===== config.mk =====
export PLATFORM = sky130hd
export DESIGN_NAME = ctt_timing_unit
export DESIGN_NICKNAME = d
export VERILOG_FILES = /design/src/logic/ctt_pkg.sv /design/src/logic/ctt_xram_cycles.sv /design/src/logic/ctt_cycle_counter.sv /design/src/logic/ctt_timing_unit.sv
export SDC_FILE = /design/constraint.sdc
export NUM_CORES = 1
export LEC_CHECK = 0
export ABC_AREA = 1
export ABC_CLOCK_PERIOD_IN_PS = 1600
export BUFFER_PORTS_ARGS = -buffer_cell sky130_fd_sc_hd__buf_4
export CAP_MARGIN = 10
export CELL_PAD_IN_SITES_DETAIL_PLACEMENT = 2
export CELL_PAD_IN_SITES_GLOBAL_PLACEMENT = 2
export CORE_ASPECT_RATIO = 0.75
export CORE_MARGIN = 2
export CORE_UTILIZATION = 28
export DETAILED_ROUTE_END_ITERATION = 12
export GPL_TIMING_DRIVEN = 0
export PLACE_DENSITY_LB_ADDON = 0.2
export RECOVER_POWER = 100
export SYNTH_ARGS = -nofsm -noshare
export SYNTH_HDL_FRONTEND = slang
export SYNTH_SLANG_ARGS = --single-unit

===== constraint.sdc =====
create_clock -name ref_clk -period 1.6 [get_ports ref_clk]
set_input_delay 0 -clock ref_clk [delete_from_list [all_inputs] [get_ports ref_clk]]
set_output_delay 0 -clock ref_clk [all_outputs]
set_load 0.01 [all_outputs]

===== src/logic/ctt_pkg.sv =====
// Constants and carrier types for the instruction timing unit
package ctt_pkg;
    // Field widths
    localparam int LEN_W = 2;
    localparam int CYC_W = 4;
    localparam int STR_W = 4;
    localparam int OP_W = 8;
    // Program bytes per instruction
    localparam logic [LEN_W-1:0] LEN_1 = 2'h1;
    localparam logic [LEN_W-1:0] LEN_2 = 2'h2;
    localparam logic [LEN_W-1:0] LEN_3 = 2'h3;
    // Core clock cycles per instruction
    localparam logic [CYC_W-1:0] CYC_1 = 4'h1;
    localparam logic [CYC_W-1:0] CYC_2 = 4'h2;
    localparam logic [CYC_W-1:0] CYC_3 = 4'h3;
    localparam logic [CYC_W-1:0] CYC_4 = 4'h4;
    localparam logic [CYC_W-1:0] CYC_XRAM_MIN = 4'h3;
    localparam logic [CYC_W-1:0] CYC_XRAM_MAX = 4'hc;
    localparam logic [STR_W-1:0] STRETCH_MAX =
        STR_W'(CYC_XRAM_MAX - CYC_XRAM_MIN);
    // Values after reset
    localparam logic [CYC_W-1:0] CNT_RST = 4'h0;
    localparam logic [OP_W-1:0] OP_RST = 8'h00;

    // Decoded length and duration of one instruction
    typedef struct packed {
        logic known;
        logic xram;
        logic [LEN_W-1:0] len;
        logic [CYC_W-1:0] cyc;
    } ctt_dec_t;

    // Cycle counter state
    typedef struct packed {
        logic [CYC_W-1:0] cnt;
        logic busy;
        logic last;
        logic free;
    } ctt_cnt_t;

    // Top-level state
    typedef struct packed {
        logic [OP_W-1:0] op;
        ctt_dec_t dec;
    } ctt_top_t;
endpackage


===== src/logic/ctt_xram_cycles.sv =====
// Duration of an auxiliary or external RAM access
`timescale 1ns/10ps
module ctt_xram_cycles (
    // Access target and stretch setting
    input wire logic ext_sel,
    input wire logic [ctt_pkg::STR_W-1:0] stretch,
    // Resulting cycle count
    output logic [ctt_pkg::CYC_W-1:0] cyc
);
    import ctt_pkg::*;

    // Stretch settings past the top clamp, so a bad value cannot wrap
    always_comb begin
        if (!ext_sel) begin
            cyc = CYC_XRAM_MIN;
        end else if (stretch > STRETCH_MAX) begin
            cyc = CYC_XRAM_MAX;
        end else begin
            cyc = CYC_W'(CYC_XRAM_MIN + stretch);
        end
    end
endmodule


===== src/logic/ctt_cycle_counter.sv =====
// Down counter that holds an instruction for its cycle count
`timescale 1ns/10ps
module ctt_cycle_counter (
    // Clock and reset
    input wire logic ref_clk,
    input wire logic rst,
    // Load request
    input wire logic load,
    input wire logic [ctt_pkg::CYC_W-1:0] load_cyc,
    // Status
    output logic busy,
    output logic last,
    output logic free
);
    import ctt_pkg::*;

    ctt_cnt_t st;
    ctt_cnt_t next_st;

    // Free is high in the last cycle too, so loads run back to back
    always_comb begin
        next_st = st;
        if (load) begin
            next_st.cnt = load_cyc;
            next_st.busy = 1'b1;
            next_st.last = (load_cyc == CYC_1);
            next_st.free = (load_cyc == CYC_1);
        end else if (st.busy) begin
            next_st.cnt = st.cnt - CYC_1;
            next_st.busy = (st.cnt != CYC_1);
            next_st.last = (st.cnt == CYC_2);
            next_st.free = (st.cnt == CYC_2) || (st.cnt == CYC_1);
        end else begin
            next_st.last = 1'b0;
            next_st.free = 1'b1;
        end
    end

    // State register
    always_ff @(posedge ref_clk) begin
        if (rst) begin
            st <= '{cnt: CNT_RST, busy: 1'b0, last: 1'b0, free: 1'b1};
        end else begin
            st <= next_st;
        end
    end

    assign busy = st.busy;
    assign last = st.last;
    assign free = st.free;
endmodule


===== src/logic/ctt_timing_unit.sv =====
// Length and cycle timing for transfer and add/subtract instructions
`timescale 1ns/10ps

module ctt_timing_unit (
    // Clock and reset
    input wire logic ref_clk,
    input wire logic rst,
    // Opcode from fetch
    input wire logic op_valid,
    input wire logic [ctt_pkg::OP_W-1:0] op_byte,
    output logic op_ready,
    // Auxiliary RAM target and stretch
    input wire logic ext_sel,
    input wire logic [ctt_pkg::STR_W-1:0] stretch,
    // Decoded instruction
    output logic [ctt_pkg::OP_W-1:0] instr_op,
    output logic [ctt_pkg::LEN_W-1:0] instr_len,
    output logic [ctt_pkg::CYC_W-1:0] instr_cycles,
    output logic instr_known,
    output logic instr_xram,
    // Execution progress
    output logic exec_busy,
    output logic exec_last
);
    import ctt_pkg::*;

    ctt_top_t st;
    ctt_top_t next_st;
    ctt_dec_t dec;
    logic accept;
    logic [CYC_W-1:0] xram_cyc;

    // Stretch is sampled with the opcode, never mid-instruction
    ctt_xram_cycles u_xram (
        .ext_sel(ext_sel),
        .stretch(stretch),
        .cyc(xram_cyc)
    );

    assign accept = op_valid && op_ready;

    // Opcode table; codes outside this group still run, flagged unknown
    always_comb begin
        next_st = st;
        dec = '{known: 1'b1, xram: 1'b0, len: LEN_1, cyc: CYC_1};
        casez (op_byte)
            8'b1110_1???: begin // Register to accumulator
                dec.cyc = CYC_2;
            end
            8'he5: begin // Direct byte to accumulator
                dec.len = LEN_2;
                dec.cyc = CYC_2;
            end
            8'b1110_011?: begin // Pointer RAM to accumulator
                dec.cyc = CYC_2;
            end
            8'h74: begin // Immediate to accumulator
                dec.len = LEN_2;
                dec.cyc = CYC_2;
            end
            8'b1111_1???: begin // Accumulator to register
                dec.cyc = CYC_2;
            end
            8'b1010_1???: begin // Direct byte to register
                dec.len = LEN_2;
                dec.cyc = CYC_4;
            end
            8'b0111_1???: begin // Immediate to register
                dec.len = LEN_2;
                dec.cyc = CYC_2;
            end
            8'hf5, 8'b1000_1???: begin // Acc or register to direct
                dec.len = LEN_2;
                dec.cyc = CYC_3;
            end
            8'h85: begin // Direct to direct
                dec.len = LEN_3;
                dec.cyc = CYC_4;
            end
            8'b1000_011?: begin // Pointer RAM to direct
                dec.len = LEN_2;
                dec.cyc = CYC_4;
            end
            8'h75: begin // Immediate to direct
                dec.len = LEN_3;
                dec.cyc = CYC_3;
            end
            8'b1111_011?: begin // Accumulator to pointer RAM
                dec.cyc = CYC_3;
            end
            8'b1010_011?, 8'b0111_011?: begin // Direct/imm to pointer RAM
                dec.len = LEN_2;
                dec.cyc = CYC_3;
            end
            8'h90: begin // Load data pointer
                dec.len = LEN_3;
                dec.cyc = CYC_3;
            end
            8'h93, 8'h83: begin // Code table reads
                dec.cyc = CYC_4;
            end
            8'he0, 8'b1110_001?, 8'hf0, 8'b1111_001?: begin
                // Auxiliary RAM, both directions, both widths
                dec.xram = 1'b1;
                dec.cyc = xram_cyc;
            end
            8'hc0: begin // Push
                dec.len = LEN_2;
                dec.cyc = CYC_4;
            end
            8'hd0: begin // Pop
                dec.len = LEN_2;
                dec.cyc = CYC_3;
            end
            8'b1100_1???: begin // Exchange with register
                dec.cyc = CYC_3;
            end
            8'hc5: begin // Exchange with direct
                dec.len = LEN_2;
                dec.cyc = CYC_4;
            end
            8'b1100_011?: begin // Exchange with pointer RAM
                dec.cyc = CYC_4;
            end
            8'b1101_011?: begin // Low nibble exchange
                dec.cyc = CYC_4;
            end
            8'b0010_1???, 8'b0011_1???, 8'b1001_1???: begin
                // Add, add with carry, subtract: register operand
                dec.cyc = CYC_2;
            end
            8'h24, 8'h34, 8'h94: begin // Immediate operand forms
                dec.len = LEN_2;
                dec.cyc = CYC_2;
            end
            8'h25, 8'h35, 8'h95: begin // Direct operand forms
                dec.len = LEN_2;
                dec.cyc = CYC_3;
            end
            8'b0010_011?, 8'b0011_011?, 8'b1001_011?: begin
                // Pointer RAM operand forms
                dec.cyc = CYC_3;
            end
            default: begin
                dec.known = 1'b0;
            end
        endcase
        if (accept) begin
            next_st.op = op_byte;
            next_st.dec = dec;
        end
    end

    // Decoded fields are held until the next opcode is taken
    always_ff @(posedge ref_clk) begin
        if (rst) begin
            st <= '{op: OP_RST,
                    dec: '{known: 1'b0, xram: 1'b0,
                           len: LEN_1, cyc: CYC_1}};
        end else begin
            st <= next_st;
        end
    end

    // Counter holds each instruction for exactly its cycle count
    ctt_cycle_counter u_cnt (
        .ref_clk(ref_clk),
        .rst(rst),
        .load(accept),
        .load_cyc(dec.cyc),
        .busy(exec_busy),
        .last(exec_last),
        .free(op_ready)
    );

    assign instr_op = st.op;
    assign instr_len = st.dec.len;
    assign instr_cycles = st.dec.cyc;
    assign instr_known = st.dec.known;
    assign instr_xram = st.dec.xram;
endmodule


# Word-level counts from Yosys, hierarchy flattened
# Index checks and enable logic that the tools add are counted.
# word_totals
elab_cells,75
input_bits,16
reg_bits,23
output_inout_bits,19
# op_classes
addsub,2
eq_ne,44
n_reduce_logical,10
muxes,9
magnitude_cmp,1
# ops
operator,n
$eq A8 B8 Y1 const B,13
$eq A7 B7 Y1 const B,9
$reduce_or A40 Y1,1
$eq A8 B6 Y1 const B,4
$eq A5 B5 Y1 const B,6
$reduce_or A18 Y1,1
$eq A8 B7 Y1 const B,2
$pmux W4 S4,1
$reduce_or A15 Y1,1
$eq A7 B5 Y1 const B,2
$reduce_or A12 Y1,1
$eq A5 B3 Y1 const B,2
$reduce_or A9 Y1,1
$eq A4 B1 Y1 const B,2
$mux W4,2
$eq A7 B6 Y1 const B,1
$mux W7,1
$eq A5 B4 Y1 const B,1
$mux W5,1
$add A2 B4 Y4 const A,1
$eq A4 B2 Y1 const B,1
$gt A4 B4 Y1 const B,1
$ne A4 B1 Y1 const B,1
$pmux W2 S2,1
other kinds (8),9

# Logic depth before layout (Yosys ltp)
# Gate-level depths: netlist of the first run.
# logic_depth
ltp_word,6
ltp_mapped,14
ltp_nobuf,13

# Hierarchy
# Synthesis of the first run repeated with hierarchy kept, for this count alone.
# hier_totals
cells_unflattened,313
hier_area_um2,1810.5
# modules_own_cells
module,area_each_um2,seq_area_each_um2,n_inst,cells_per_inst
ctt_timing_unit,1297.5,320.3,1,242
ctt_cycle_counter,406.6,140.1,1,52
ctt_xram_cycles,106.4,0.0,1,19

# Least setup slack after synthesis of the first run
# No wires, ideal clock.
# synth_timing
kind,reg-to-reg
startpoint,"reg u_cnt.st, in the netlist u_cnt.free"
endpoint,"reg st, in the netlist instr_len[0]"
synth_period_minus_slack_ps,1197
setup_ps,62
n_path_buf,2
path_slack_ps,403
arrival_time_ps,1135
path_stages_with_launch,7
required_time_ps,1538
path_cell_list,dfxtp_1 > nand2_1 > inv_1 > buf_2 > buf_1 > nand3_1 > nand3_1
# synth_between
elab_chain_len,1
# synth_lines
element,line_no,rtl
from (decl),ctt_cycle_counter.sv:17,ctt_cnt_t st;
from (signal assigned),ctt_cycle_counter.sv:42,"st <= '{cnt: CNT_RST, busy: 1'b0, last: 1'b0, free: 1'b1};"
from (signal assigned),ctt_cycle_counter.sv:44,st <= next_st;
$logic_and A1 B1 Y1,ctt_timing_unit.sv:40,assign accept = op_valid && op_ready;
to (signal assigned),ctt_timing_unit.sv:157,"st <= '{op: OP_RST,"
to (signal assigned),ctt_timing_unit.sv:161,st <= next_st;
to (decl),ctt_timing_unit.sv:27,ctt_top_t st;
# No other way between the ends.
# A chain may end at the register's enable or synchronous reset.

# Worst setup path in the final report of the first run
# layout_timing
startpoint,in op_byte[2] (netlist bit)
endpoint,reg u_cnt.st[3] (netlist bit)
# layout_between
elab_chain_len,4
word_cells_on_any_way,37
cone_classes,31 x eq/ne; 2 x mux; 4 x reduce/logical
# layout_lines
element,line_no,rtl
from (decl),ctt_timing_unit.sv:10,"input wire logic [ctt_pkg::OP_W-1:0] op_byte,"
"$eq A8 B6 Y1, or another cell as far along",ctt_timing_unit.sv:46,casez (op_byte)
"$reduce_or A15 Y1 (no line), or another cell as far along",-,
$pmux W4 S4 (*),ctt_timing_unit.sv:46,
$mux W7 (*),ctt_cycle_counter.sv:23,if (load) begin
# Mark *: on every way between the ends. The rest lies on a longest branch, timed or not.

==> results_dict.tcl, run 1 <==
set metrics [dict create \
    status "complete, no violations" \
    dr.first_iter.drc_count 80 \
    io_buffers 32 \
    p_leak_nw 1.02 \
    dpl_cell_area_sq_um 2060 \
    die-area_sq_um 6820 \
    cap_violations 0 \
    grt_pass1_vias 2216 \
    area_growth_pct 18.4 \
    synth_top_area_share_pct 26.7 \
    crit_buf_inv 4 \
    post-place-ws_ns -0.0818 \
    syn_nets 319 \
    peakVddDrop_mv 0.398 \
    die_w_microns 94.7 \
    grt_usage_pct 21.9 \
    hpwl_microns 5770 \
    dpl.cell_count 408 \
    cp_max_fo 5 \
    rsz0062_at_grt "false" \
    powerDensity_nw_per_um2 755 \
    antenna_left 0 \
    setup_viol 0 \
    reg2regPathDepth 8 \
    cts_buffers 3 \
    antenna_found_initial 0 \
    yosysMostFrequentCell "nand2_1" \
    core.rowCount 24 \
    dr_total_vias 2052 \
    async_flop_share_pct 0 \
    cp_top_family "simple AND/OR/NAND/NOR gates" \
    syn_inst 298 \
    syn_area_sq_um 1730 \
    maxSlewViolCount 0 \
    grt_first_pass_wirelength_microns 11500 \
    path_cells "buf_4, inv_1, nand2_1, inv_1, nand2_1, a21oi_2, inv_1, nor2_1, nor3_1, nand2_1, nand2_1, a21oi_1" \
    core-area_sq_um 5890 \
    worst-setup-path-type "input port to register" \
    hold_start "op_byte[0]" \
    regToRegEndpoint "instr_len[1]" \
    cp-end-kind "register" \
    worst_setup_path_start_kind "input port" \
    max_stage_delay_ns 0.37 \
    timing.critical_path.mode_cell "nand2_1" \
    clk_path_buf_depth 2 \
    hold_ws_ns 0.0433 \
    critPathCapture "u_cnt.st[3]" \
    final_cells 413 \
    worst-endpoint-required_ns 1.81 \
    worst_slew_pin_slew_ns 0.528 \
    wl_microns 6930 \
    cts-root-buf "clkbuf_8" \
    fin_ws_ns 0.179 \
    period_share_pct 88.8 \
    synth_cell_type_count 31 \
    cts.sinks 23 \
    grt.overflow.total 0 \
    cts_setup_buffers 0 \
    htreeDepth 1 \
    wl_per_cell_microns 16.8 \
    via_per_inst 4.97 \
    clock_latency_ns 0.28 \
    yosysSeqAreaShare_pct 26.7 \
    fmax_mhz 704 \
    grt_max_degree 15 \
    start_util_pct 29.3 \
    synthFlopType "dfxtp_1" \
    yosys_register_bits 23 \
    cp.depth 12 \
    antenna_cells 0 \
    route.detailed.drc 0 \
    synth_edf_count 0 \
    synthTopCellsByCount "nand2_1, nor2_1, inv_1" \
    layout-drive-gt1-share_pct 11.9 \
    yosys.area.top_type "dfxtp_1" \
    regToRegSetupSlack_ns 0.20 \
    synth.area.top_cells "dfxtp_1, nand2_1, nor2_1, inv_1, a21oi_1" \
    ios 35 \
    crit_slowest_cell "a21oi_2" \
    hold_viol_final 0 \
    maxSlewHeadroom_pct 64.8 \
    r2r_start "u_cnt.free" \
    cp_data_arrival_time_ns 1.63 \
    die_y_microns 72.0 \
    final_area_sq_um 2040 \
    setup_tns_ns 0 \
    dr.pass1.iters 4 \
    nets 357 \
    postSynthAreaPerCell_sq_um 5.79 \
    routabilityCongestion 0.879 \
    finalClockSkew_ns 0.0144 \
    finalCriticalPeriod_ns 1.42 \
    clkSlewWorstSetupHoldPaths_ns 0.10 \
    fillCellCount 796 \
    ys_warn_count 0 \
    hold_path_class "input port to register" \
    crit_start "op_byte[2]" \
    cts_tree "yes" \
]
flip-flops by register name, summed over array words and instances (netlist names):
name / count
instr_cycles: 4
instr_known: 1
u_cnt.last: 1
instr_xram: 1
u_cnt.st: 4
instr_op: 8
u_cnt.free: 1
instr_len: 2
u_cnt.busy: 1
where the power goes:
group,leakage (nW),internal [mW],switching (mW)
clock,0.0217,0.177,0.213
sequential,0.190,0.634,0.0428
combinational,0.812,0.157,0.322
layer usage:
layer / routed length [microns] / GRT usage, % / share of wire [%] / up-vias
li1: - / - / - / 1013
met1: 3690 / 32.5 / 53 / 1010
met2: 3040 / 35.0 / 44 / 27
met3: 177 / 2.91 / 2.6 / 2
met4: 25 / 2.42 / 0.36 / 0
met5: 0 / 0 / 0 / -
worst min-delay path by stage:
stage                        to  depth (start not counted)
floorplan            u_cnt.busy                          1
global placement     u_cnt.busy                          2
detailed placement   u_cnt.busy                          2
CTS                 instr_op[1]                          3
global route        instr_op[0]                          3
finish              instr_op[0]                          3
area by class of cell:
type	count	area [sq um]	area share, %
clock buffers	3	41.3	2.02
inverters	30	115	5.63
plain buffers	8	41.3	2.02
clock inverters	1	7.51	0.367
multi-input cells	237	1100	53.9
repair buffers	33	179	8.75
well taps	78	97.6	4.77
flip-flops and latches	23	460	22.5
placed cells by master (no fill, tap or decap), drive strengths merged:
cell type and n:
nand2 104, nor2 59, inv 30, clkbuf 26, dfxtp 23, a21oi 22, buf 17, o21ai 15
nand3 15, ha 5, nor3 4, nand4 3, nor4 1, o211ai 1, and2 1, o21a 1
and3 1, nor3b 1, a311oi 1, xnor2 1, xor2 1, a31oi 1, clkinvlp 1, dlygate4sd3 1
worst register-to-register path, stage by stage (launching register included):
cell      delay [ns]
dfxtp_1         0.35
nand2_1         0.09
inv_1           0.09
buf_2           0.24
nand2_1         0.09
nor2_1          0.11
nand3_1         0.11
o211ai_1        0.13
inv_1           0.06
through the flow:
| stage | total power, mW | utilization (%) |
|---|---|---|
| CTS | 1.60 | 36.1 |
| detailed placement | 1.20 | 35.1 |
| finish | 1.54 | 34.7 |
| global route | 1.65 | 34.7 |
| global placement | 1.18 | 35.1 |
| floorplan | 0.976 | - |
timing repair:
action                                 CTS  global route
setup endpoints to repair                0             1
endpoints found under the hold margin    3             0
hold buffers                             1             0
resized for setup                        0             1
kinds of logic after synthesis:
group	after synthesis	synth area share (%)
XOR/XNOR	2	1.01
buffers and inverters	38	8.98
adder cells (fa/ha/maj)	5	3.62
flip-flops	23	26.7
AO/OA/AOI/OAI	41	13.1
AND/OR/NAND/NOR	189	46.6
(Power assumes the default switching activity.)
==> run 2: changes to the inputs <==
--- a/config.mk
+++ b/config.mk
@@ -5,7 +5,6 @@
 export SDC_FILE = /design/constraint.sdc
 export NUM_CORES = 1
 export LEC_CHECK = 0
-export ABC_AREA = 1
 export ABC_CLOCK_PERIOD_IN_PS = 1600
 export BUFFER_PORTS_ARGS = -buffer_cell sky130_fd_sc_hd__buf_4
 export CAP_MARGIN = 10
@@ -13,11 +12,13 @@
 export CELL_PAD_IN_SITES_GLOBAL_PLACEMENT = 2
 export CORE_ASPECT_RATIO = 0.75
 export CORE_MARGIN = 2
-export CORE_UTILIZATION = 28
+export CORE_UTILIZATION = 30
+export CTS_BUF_LIST = sky130_fd_sc_hd__clkbuf_4
 export DETAILED_ROUTE_END_ITERATION = 12
 export GPL_TIMING_DRIVEN = 0
 export PLACE_DENSITY_LB_ADDON = 0.2
 export RECOVER_POWER = 100
 export SYNTH_ARGS = -nofsm -noshare
 export SYNTH_HDL_FRONTEND = slang
+export SYNTH_HIERARCHICAL = 1
 export SYNTH_SLANG_ARGS = --single-unit
==> run 2 against run 1 <==
Net effect: the flow now finishes with violations (setup timing); sequential share of layout area is 1.7 points lower; synthesized cell count is 31% lower; clock power is 30% lower; design area is 8.0% higher; non-clock buffer count is 26 higher; largest power group unchanged; highest routed layer unchanged.
==> results_dict.tcl, run 2 <==
set metrics [dict create \
    yosys_register_bits 23 \
    final_cells 323 \
    p_leak_nw 0.896 \
    antenna_left 0 \
    grt_first_pass_wirelength_microns 8960 \
    ios 35 \
    die_w_microns 87.3 \
    dr.pass1.iters 4 \
    hold_path_class "input port to register" \
    worst_slew_pin_slew_ns 0.510 \
    powerDensity_nw_per_um2 702 \
    cts_tree "yes" \
    antenna_found_initial 0 \
    syn_area_sq_um 1560 \
    regToRegEndpoint "u_cnt/last" \
    grt_usage_pct 19.6 \
    nets 285 \
    routabilityCongestion 0.741 \
    core-area_sq_um 4950 \
    syn_inst 207 \
    r2r_start "u_cnt/free" \
    layout_common_cells "buf_4, nand2_1, dfxtp_1, clkbuf_1" \
    synthTopCellsByCount "nand2_1, dfxtp_1, nor2_1" \
    io_buffers 33 \
    die-area_sq_um 5810 \
    clk_path_buf_depth 2 \
    synth_top_area_share_pct 29.5 \
    finalPower_mw 1.55 \
    fillCellCount 571 \
    ys_warn_count 6 \
    worst-endpoint-required_ns 1.86 \
    layout-drive-gt1-share_pct 28.1 \
    grt.overflow.total 0 \
    rsz0062_at_grt "true" \
    cp-end-kind "register" \
    cp_data_arrival_time_ns 2.20 \
    yosys.area.top_type "dfxtp_1" \
    synth.area.top_cells "dfxtp_1, nand2_1, a21oi_1, nor2_1, ha_1" \
    period_share_pct 122 \
    grt_max_degree 19 \
    crit_slowest_cell "or4_4" \
    cap_violations 0 \
    whs_path_depth 4 \
    fin_ws_ns -0.344 \
    dr.first_iter.drc_count 74 \
    hold_viol_final 0 \
    hold_start "op_byte[1]" \
    clock_latency_ns 0.31 \
    hpwl_microns 4080 \
    seq_area_sq_um 460 \
    postSynthAreaPerCell_sq_um 7.55 \
    timing.critical_path.mode_cell "buf_8" \
    synth_cell_type_count 49 \
    max_stage_delay_ns 0.59 \
    die_y_microns 66.5 \
    area_growth_pct 41.3 \
    maxSlewViolCount 0 \
    core.rowCount 22 \
    cts-root-buf "clkbuf_4" \
    grt_pass1_vias 1776 \
    dr_total_vias 1766 \
    via_per_inst 5.47 \
    multiInputGateArea_sq_um 1100 \
    async_flop_share_pct 0 \
    peakVddDrop_mv 0.211 \
    finalClockSkew_ns 0.00256 \
    yosysSeqAreaShare_pct 29.5 \
    setup_viol 3 \
    worst-setup-path-type "input port to register" \
    reg2regPathDepth 6 \
    dpl.cell_count 300 \
    finalCriticalPeriod_ns 1.94 \
    cts.sinks 23 \
    worst_setup_path_start_kind "input port" \
    antenna_cells 0 \
    regToRegSetupSlack_ns -0.01 \
    route.detailed.drc 0 \
    synthFlopType "dfxtp_1" \
    wl_microns 6260 \
    path_cells "buf_8, buf_8, and3b_2, mux2i_2, o221ai_2, a211o_1, nor3b_2, nand2_1, or4_4, a21oi_2" \
    violations "setup timing" \
    cp_max_fo 7 \
    final_common_cell "buf_4" \
    largest_reg_flops 8 \
    syn_nets 228 \
    synth_edf_count 0 \
    htreeDepth 1 \
    yosysMostFrequentCell "nand2_1" \
    maxSlewHeadroom_pct 65.7 \
    clkSlewWorstSetupHoldPaths_ns 0.13 \
    cts_buffers 3 \
    status "finished with violations" \
    wl_per_cell_microns 19.4 \
    setup_tns_ns -0.914 \
    start_util_pct 31.5 \
    crit_start "op_byte[2]" \
    min_to "instr_len[1]" \
    fmax_mhz 514 \
]
run 2: cells by family after synthesis:
kind of cell / synth area share (%)
AOI/OAI and AO/OA: 20.5
xor gates and xnor gates: 2.80
adders and majority gates: 4.00
buffers and inverters: 7.77
DFF: 29.5
muxes: 1.28
and+or+nand+nor: 34.2
run 2: worst max-delay path by stage:
| stage | end | slack (ns) | cells after the start |
|---|---|---|---|
| floorplan | u_cnt/last | -0.34 | 10 |
| global placement | u_cnt/last | -0.81 | 10 |
| detailed placement | u_cnt/last | -0.81 | 10 |
| CTS | u_cnt/last | -0.33 | 11 |
| global route | u_cnt/last | -0.46 | 10 |
| finish | u_cnt/last | -0.34 | 10 |
run 2: layout make-up:
cell class              instances  area share [%]
multi-input cells             159            49.7
flip-flops and latches         23            20.8
repair buffers                 54            16.8
plain buffers                  13            6.01
well taps                      60            3.40
inverters                      10            1.93
clock buffers                   3            1.02
clock inverters                 1           0.227
run 2: where the power goes:
group / switching, mW / leakage (nW) / internal, mW / total [mW]
combinational: 0.318 / 0.689 / 0.278 / 0.596
clock: 0.180 / 0.0177 / 0.0933 / 0.273
sequential: 0.0533 / 0.189 / 0.627 / 0.680
run 2: worst max-delay path: cells and delay by family:
kind	cells	cell delay, ns
AOI/OAI and AO/OA	3	0.58
buffers and inverters	2	0.22
muxes	1	0.20
and+or+nand+nor	4	1.18
run 2: what timing repair did:
item / 4_1_cts / 5_1_grt
endpoints found under the hold margin: 7 / 0
setup endpoints to repair: 8 / 6
hold buffers: 1 / 0
resized for setup: 21 / 20
pin swaps: 12 / 14
buffers inserted: 9 / 11
run 2: metal layers:
layer / vias up / wire length, microns / track usage [%]
li1: 845 / - / -
met1: 872 / 3030 / 28.6
met2: 43 / 2970 / 31.4
met3: 6 / 197 / 2.11
met4: 0 / 64 / 3.46
met5: - / 0 / 0
run 2: per-stage QoR:
step | instance area (sq um) | utilization (%) | hold WS (ns) | setup WS [ns]
2_1_floorplan | 1620 | - | 0.0624 | -0.337
3_3_place_gp | 1940 | 39.2 | 0.227 | -0.808
3_5_place_dp | 1940 | 39.2 | 0.234 | -0.810
4_1_cts | 2120 | 42.8 | 0.0276 | -0.334
5_1_grt | 2210 | 44.6 | 0.0746 | -0.457
6_report | 2210 | 44.6 | 0.0575 | -0.344
==> run 3: changes to the inputs <==
==> constraint.sdc (replaced) <==
create_clock -name ref_clk -period 1.6 [get_ports ref_clk]
set_input_delay 0.08 -clock ref_clk [delete_from_list [all_inputs] [get_ports ref_clk]]
set_output_delay 0.08 -clock ref_clk [all_outputs]
set_load 0.01 [all_outputs]
==> run 3 against run 2 <==
Net effect: the run still ends with setup timing left; power shrank 0.41%; global-route usage grew 0.29 points; routed wire length is essentially flat; clock-buffer cell count is the same; non-clock buffer count shrank 1; sequential share of layout area grew 0.059 points; sequential cell count is the same; cell count shrank 0.31%; largest cell class unchanged.
==> results_dict.tcl, run 3 (same netlist as run 2, synthesis figures left out) <==
set metrics [dict create \
    reg2regPathDepth 7 \
    dr_total_vias 1795 \
    rsz0062_at_grt "true" \
    dr.first_iter.drc_count 80 \
    cts_tree "yes" \
    finalClockSkew_ns 0.00319 \
    setup_viol 5 \
    layout_common_cells "nand2_1, buf_4, dfxtp_1, clkbuf_1, nor2_1" \
    setup_tns_ns -1.38 \
    cap_violations 0 \
    grt_first_pass_wirelength_microns 9070 \
    grt_usage_pct 19.9 \
    antenna_left 0 \
    core-area_sq_um 4950 \
    worst-setup-path-type "input port to register" \
    worst_slew_pin_slew_ns 0.495 \
    regToRegSetupSlack_ns -0.10 \
    peakVddDrop_mv 0.192 \
    io_buffers 33 \
    core.rowCount 22 \
    powerDensity_nw_per_um2 701 \
    cp_max_fo 6 \
    layout-drive-gt1-share_pct 27.5 \
    worst-endpoint-required_ns 1.85 \
    die_y_microns 66.5 \
    nets 284 \
    antenna_cells 0 \
    hold_ws_ns 0.186 \
    fmax_mhz 485 \
    hpwl_microns 4080 \
    worst_setup_path_start_kind "input port" \
    via_per_inst 5.57 \
    grt_pass1_vias 1777 \
    power_frac_seq_pct 44.1 \
    dr.pass1.iters 6 \
    p_leak_nw 0.896 \
    p_sw_share_pct 35.4 \
    r2r_start "u_cnt/free" \
    cts.sinks 23 \
    switching_power_mw 0.546 \
    period_share_pct 129 \
    htreeDepth 1 \
    cts-root-buf "clkbuf_4" \
    regToRegEndpoint "u_cnt/last" \
    grt.overflow.total 0 \
    clock_latency_ns 0.31 \
    status "finished with violations" \
    ios 35 \
    grt_max_degree 14 \
    final_common_cell "nand2_1" \
    hold_path_class "input port to register" \
    clk_path_buf_depth 2 \
    start_util_pct 31.5 \
    combPwrFrac_pct 38.4 \
    cp_data_arrival_time_ns 2.31 \
    antenna_found_initial 0 \
    pwr-share-clk_pct 17.5 \
    die-area_sq_um 5810 \
    power.internal_mw 0.997 \
    maxSlewViolCount 0 \
    area_growth_pct 40.9 \
    crit_start "op_byte[0]" \
    fin_ws_ns -0.460 \
    largest_reg_flops 8 \
    cp-end-kind "register" \
    wl_per_cell_microns 19.5 \
    die_w_microns 87.3 \
    routabilityCongestion 0.741 \
    cts_buffers 3 \
    critPathCapture "u_cnt/last" \
    maxSlewHeadroom_pct 66.7 \
    wl_microns 6260 \
    hold_viol_final 0 \
    finalCriticalPeriod_ns 2.06 \
    route.detailed.drc 0 \
    violations "setup timing" \
    clkSlewWorstSetupHoldPaths_ns 0.13 \
]
==> run 3: worst min path at each step <==
stage,startpoint,endpoint,depth (start not counted)
after floorplan,rst,u_cnt/last,1
after global placement,rst,u_cnt/last,2
after detailed placement,rst,u_cnt/last,2
after CTS,op_byte[1],instr_len[1],4
after global routing,op_byte[7],instr_op[7],4
final,op_byte[1],instr_len[1],4
==> run 3: through the flow <==
step                util [%]  worst slack [ns]  power (mW)  area (sq um)  std cells
floorplan                  -            -0.417       0.987          1620        207
global placement        39.2            -0.888        1.17          1940        300
detailed placement      39.2            -0.890        1.18          1940        300
CTS                     42.8            -0.423        1.52          2120        313
global route            44.4            -0.547        1.64          2200        322
finish                  44.4            -0.460        1.54          2200        322
==> run 3: what timing repair did <==
item | 4_1_cts | 5_1_grt
setup buffers | 8 | 10
hold buffers | 1 | 0
resized for setup | 23 | 18
hold endpoints to repair | 3 | 0
pin swaps | 11 | 10
setup endpoints to repair | 9 | 6
==> run 3: per-layer routing <==
metal | track usage, % | vias up | share of wire (%)
li1 | - | 841 | -
met1 | 28.9 | 883 | 48
met2 | 32.1 | 57 | 46
met3 | 2.11 | 14 | 4.0
met4 | 3.46 | 0 | 2.8
met5 | 0 | - | 0
==> run 3: final cells by class <==
class / count / area (sq um)
buffer: 14 / 138
clock buffer: 3 / 22.5
clock inverter: 1 / 5.00
fill: 556 / 2750
inverter: 10 / 42.5
multi-input combinational: 159 / 1100
sequential: 23 / 460
tap: 60 / 75.1
timing repair buffer: 52 / 357
==> run 3: critical path, cell delays in order <==
cell	delay, ns
buf_6	0.11
buf_8	0.12
and3b_1	0.17
o211ai_1	0.27
o221ai_2	0.17
a211o_1	0.32
nor3b_2	0.23
nand2_1	0.12
or4_4	0.58
a21oi_2	0.13
==> run 3: power groups by stage <==
stage | logic (mW) | registers, mW | clock network (mW)
after floorplan | 0.288 | 0.699 | 0
after global placement | 0.478 | 0.689 | 0
after detailed placement | 0.492 | 0.691 | 0
after CTS | 0.557 | 0.679 | 0.286
after global routing | 0.647 | 0.688 | 0.305
final | 0.592 | 0.680 | 0.271
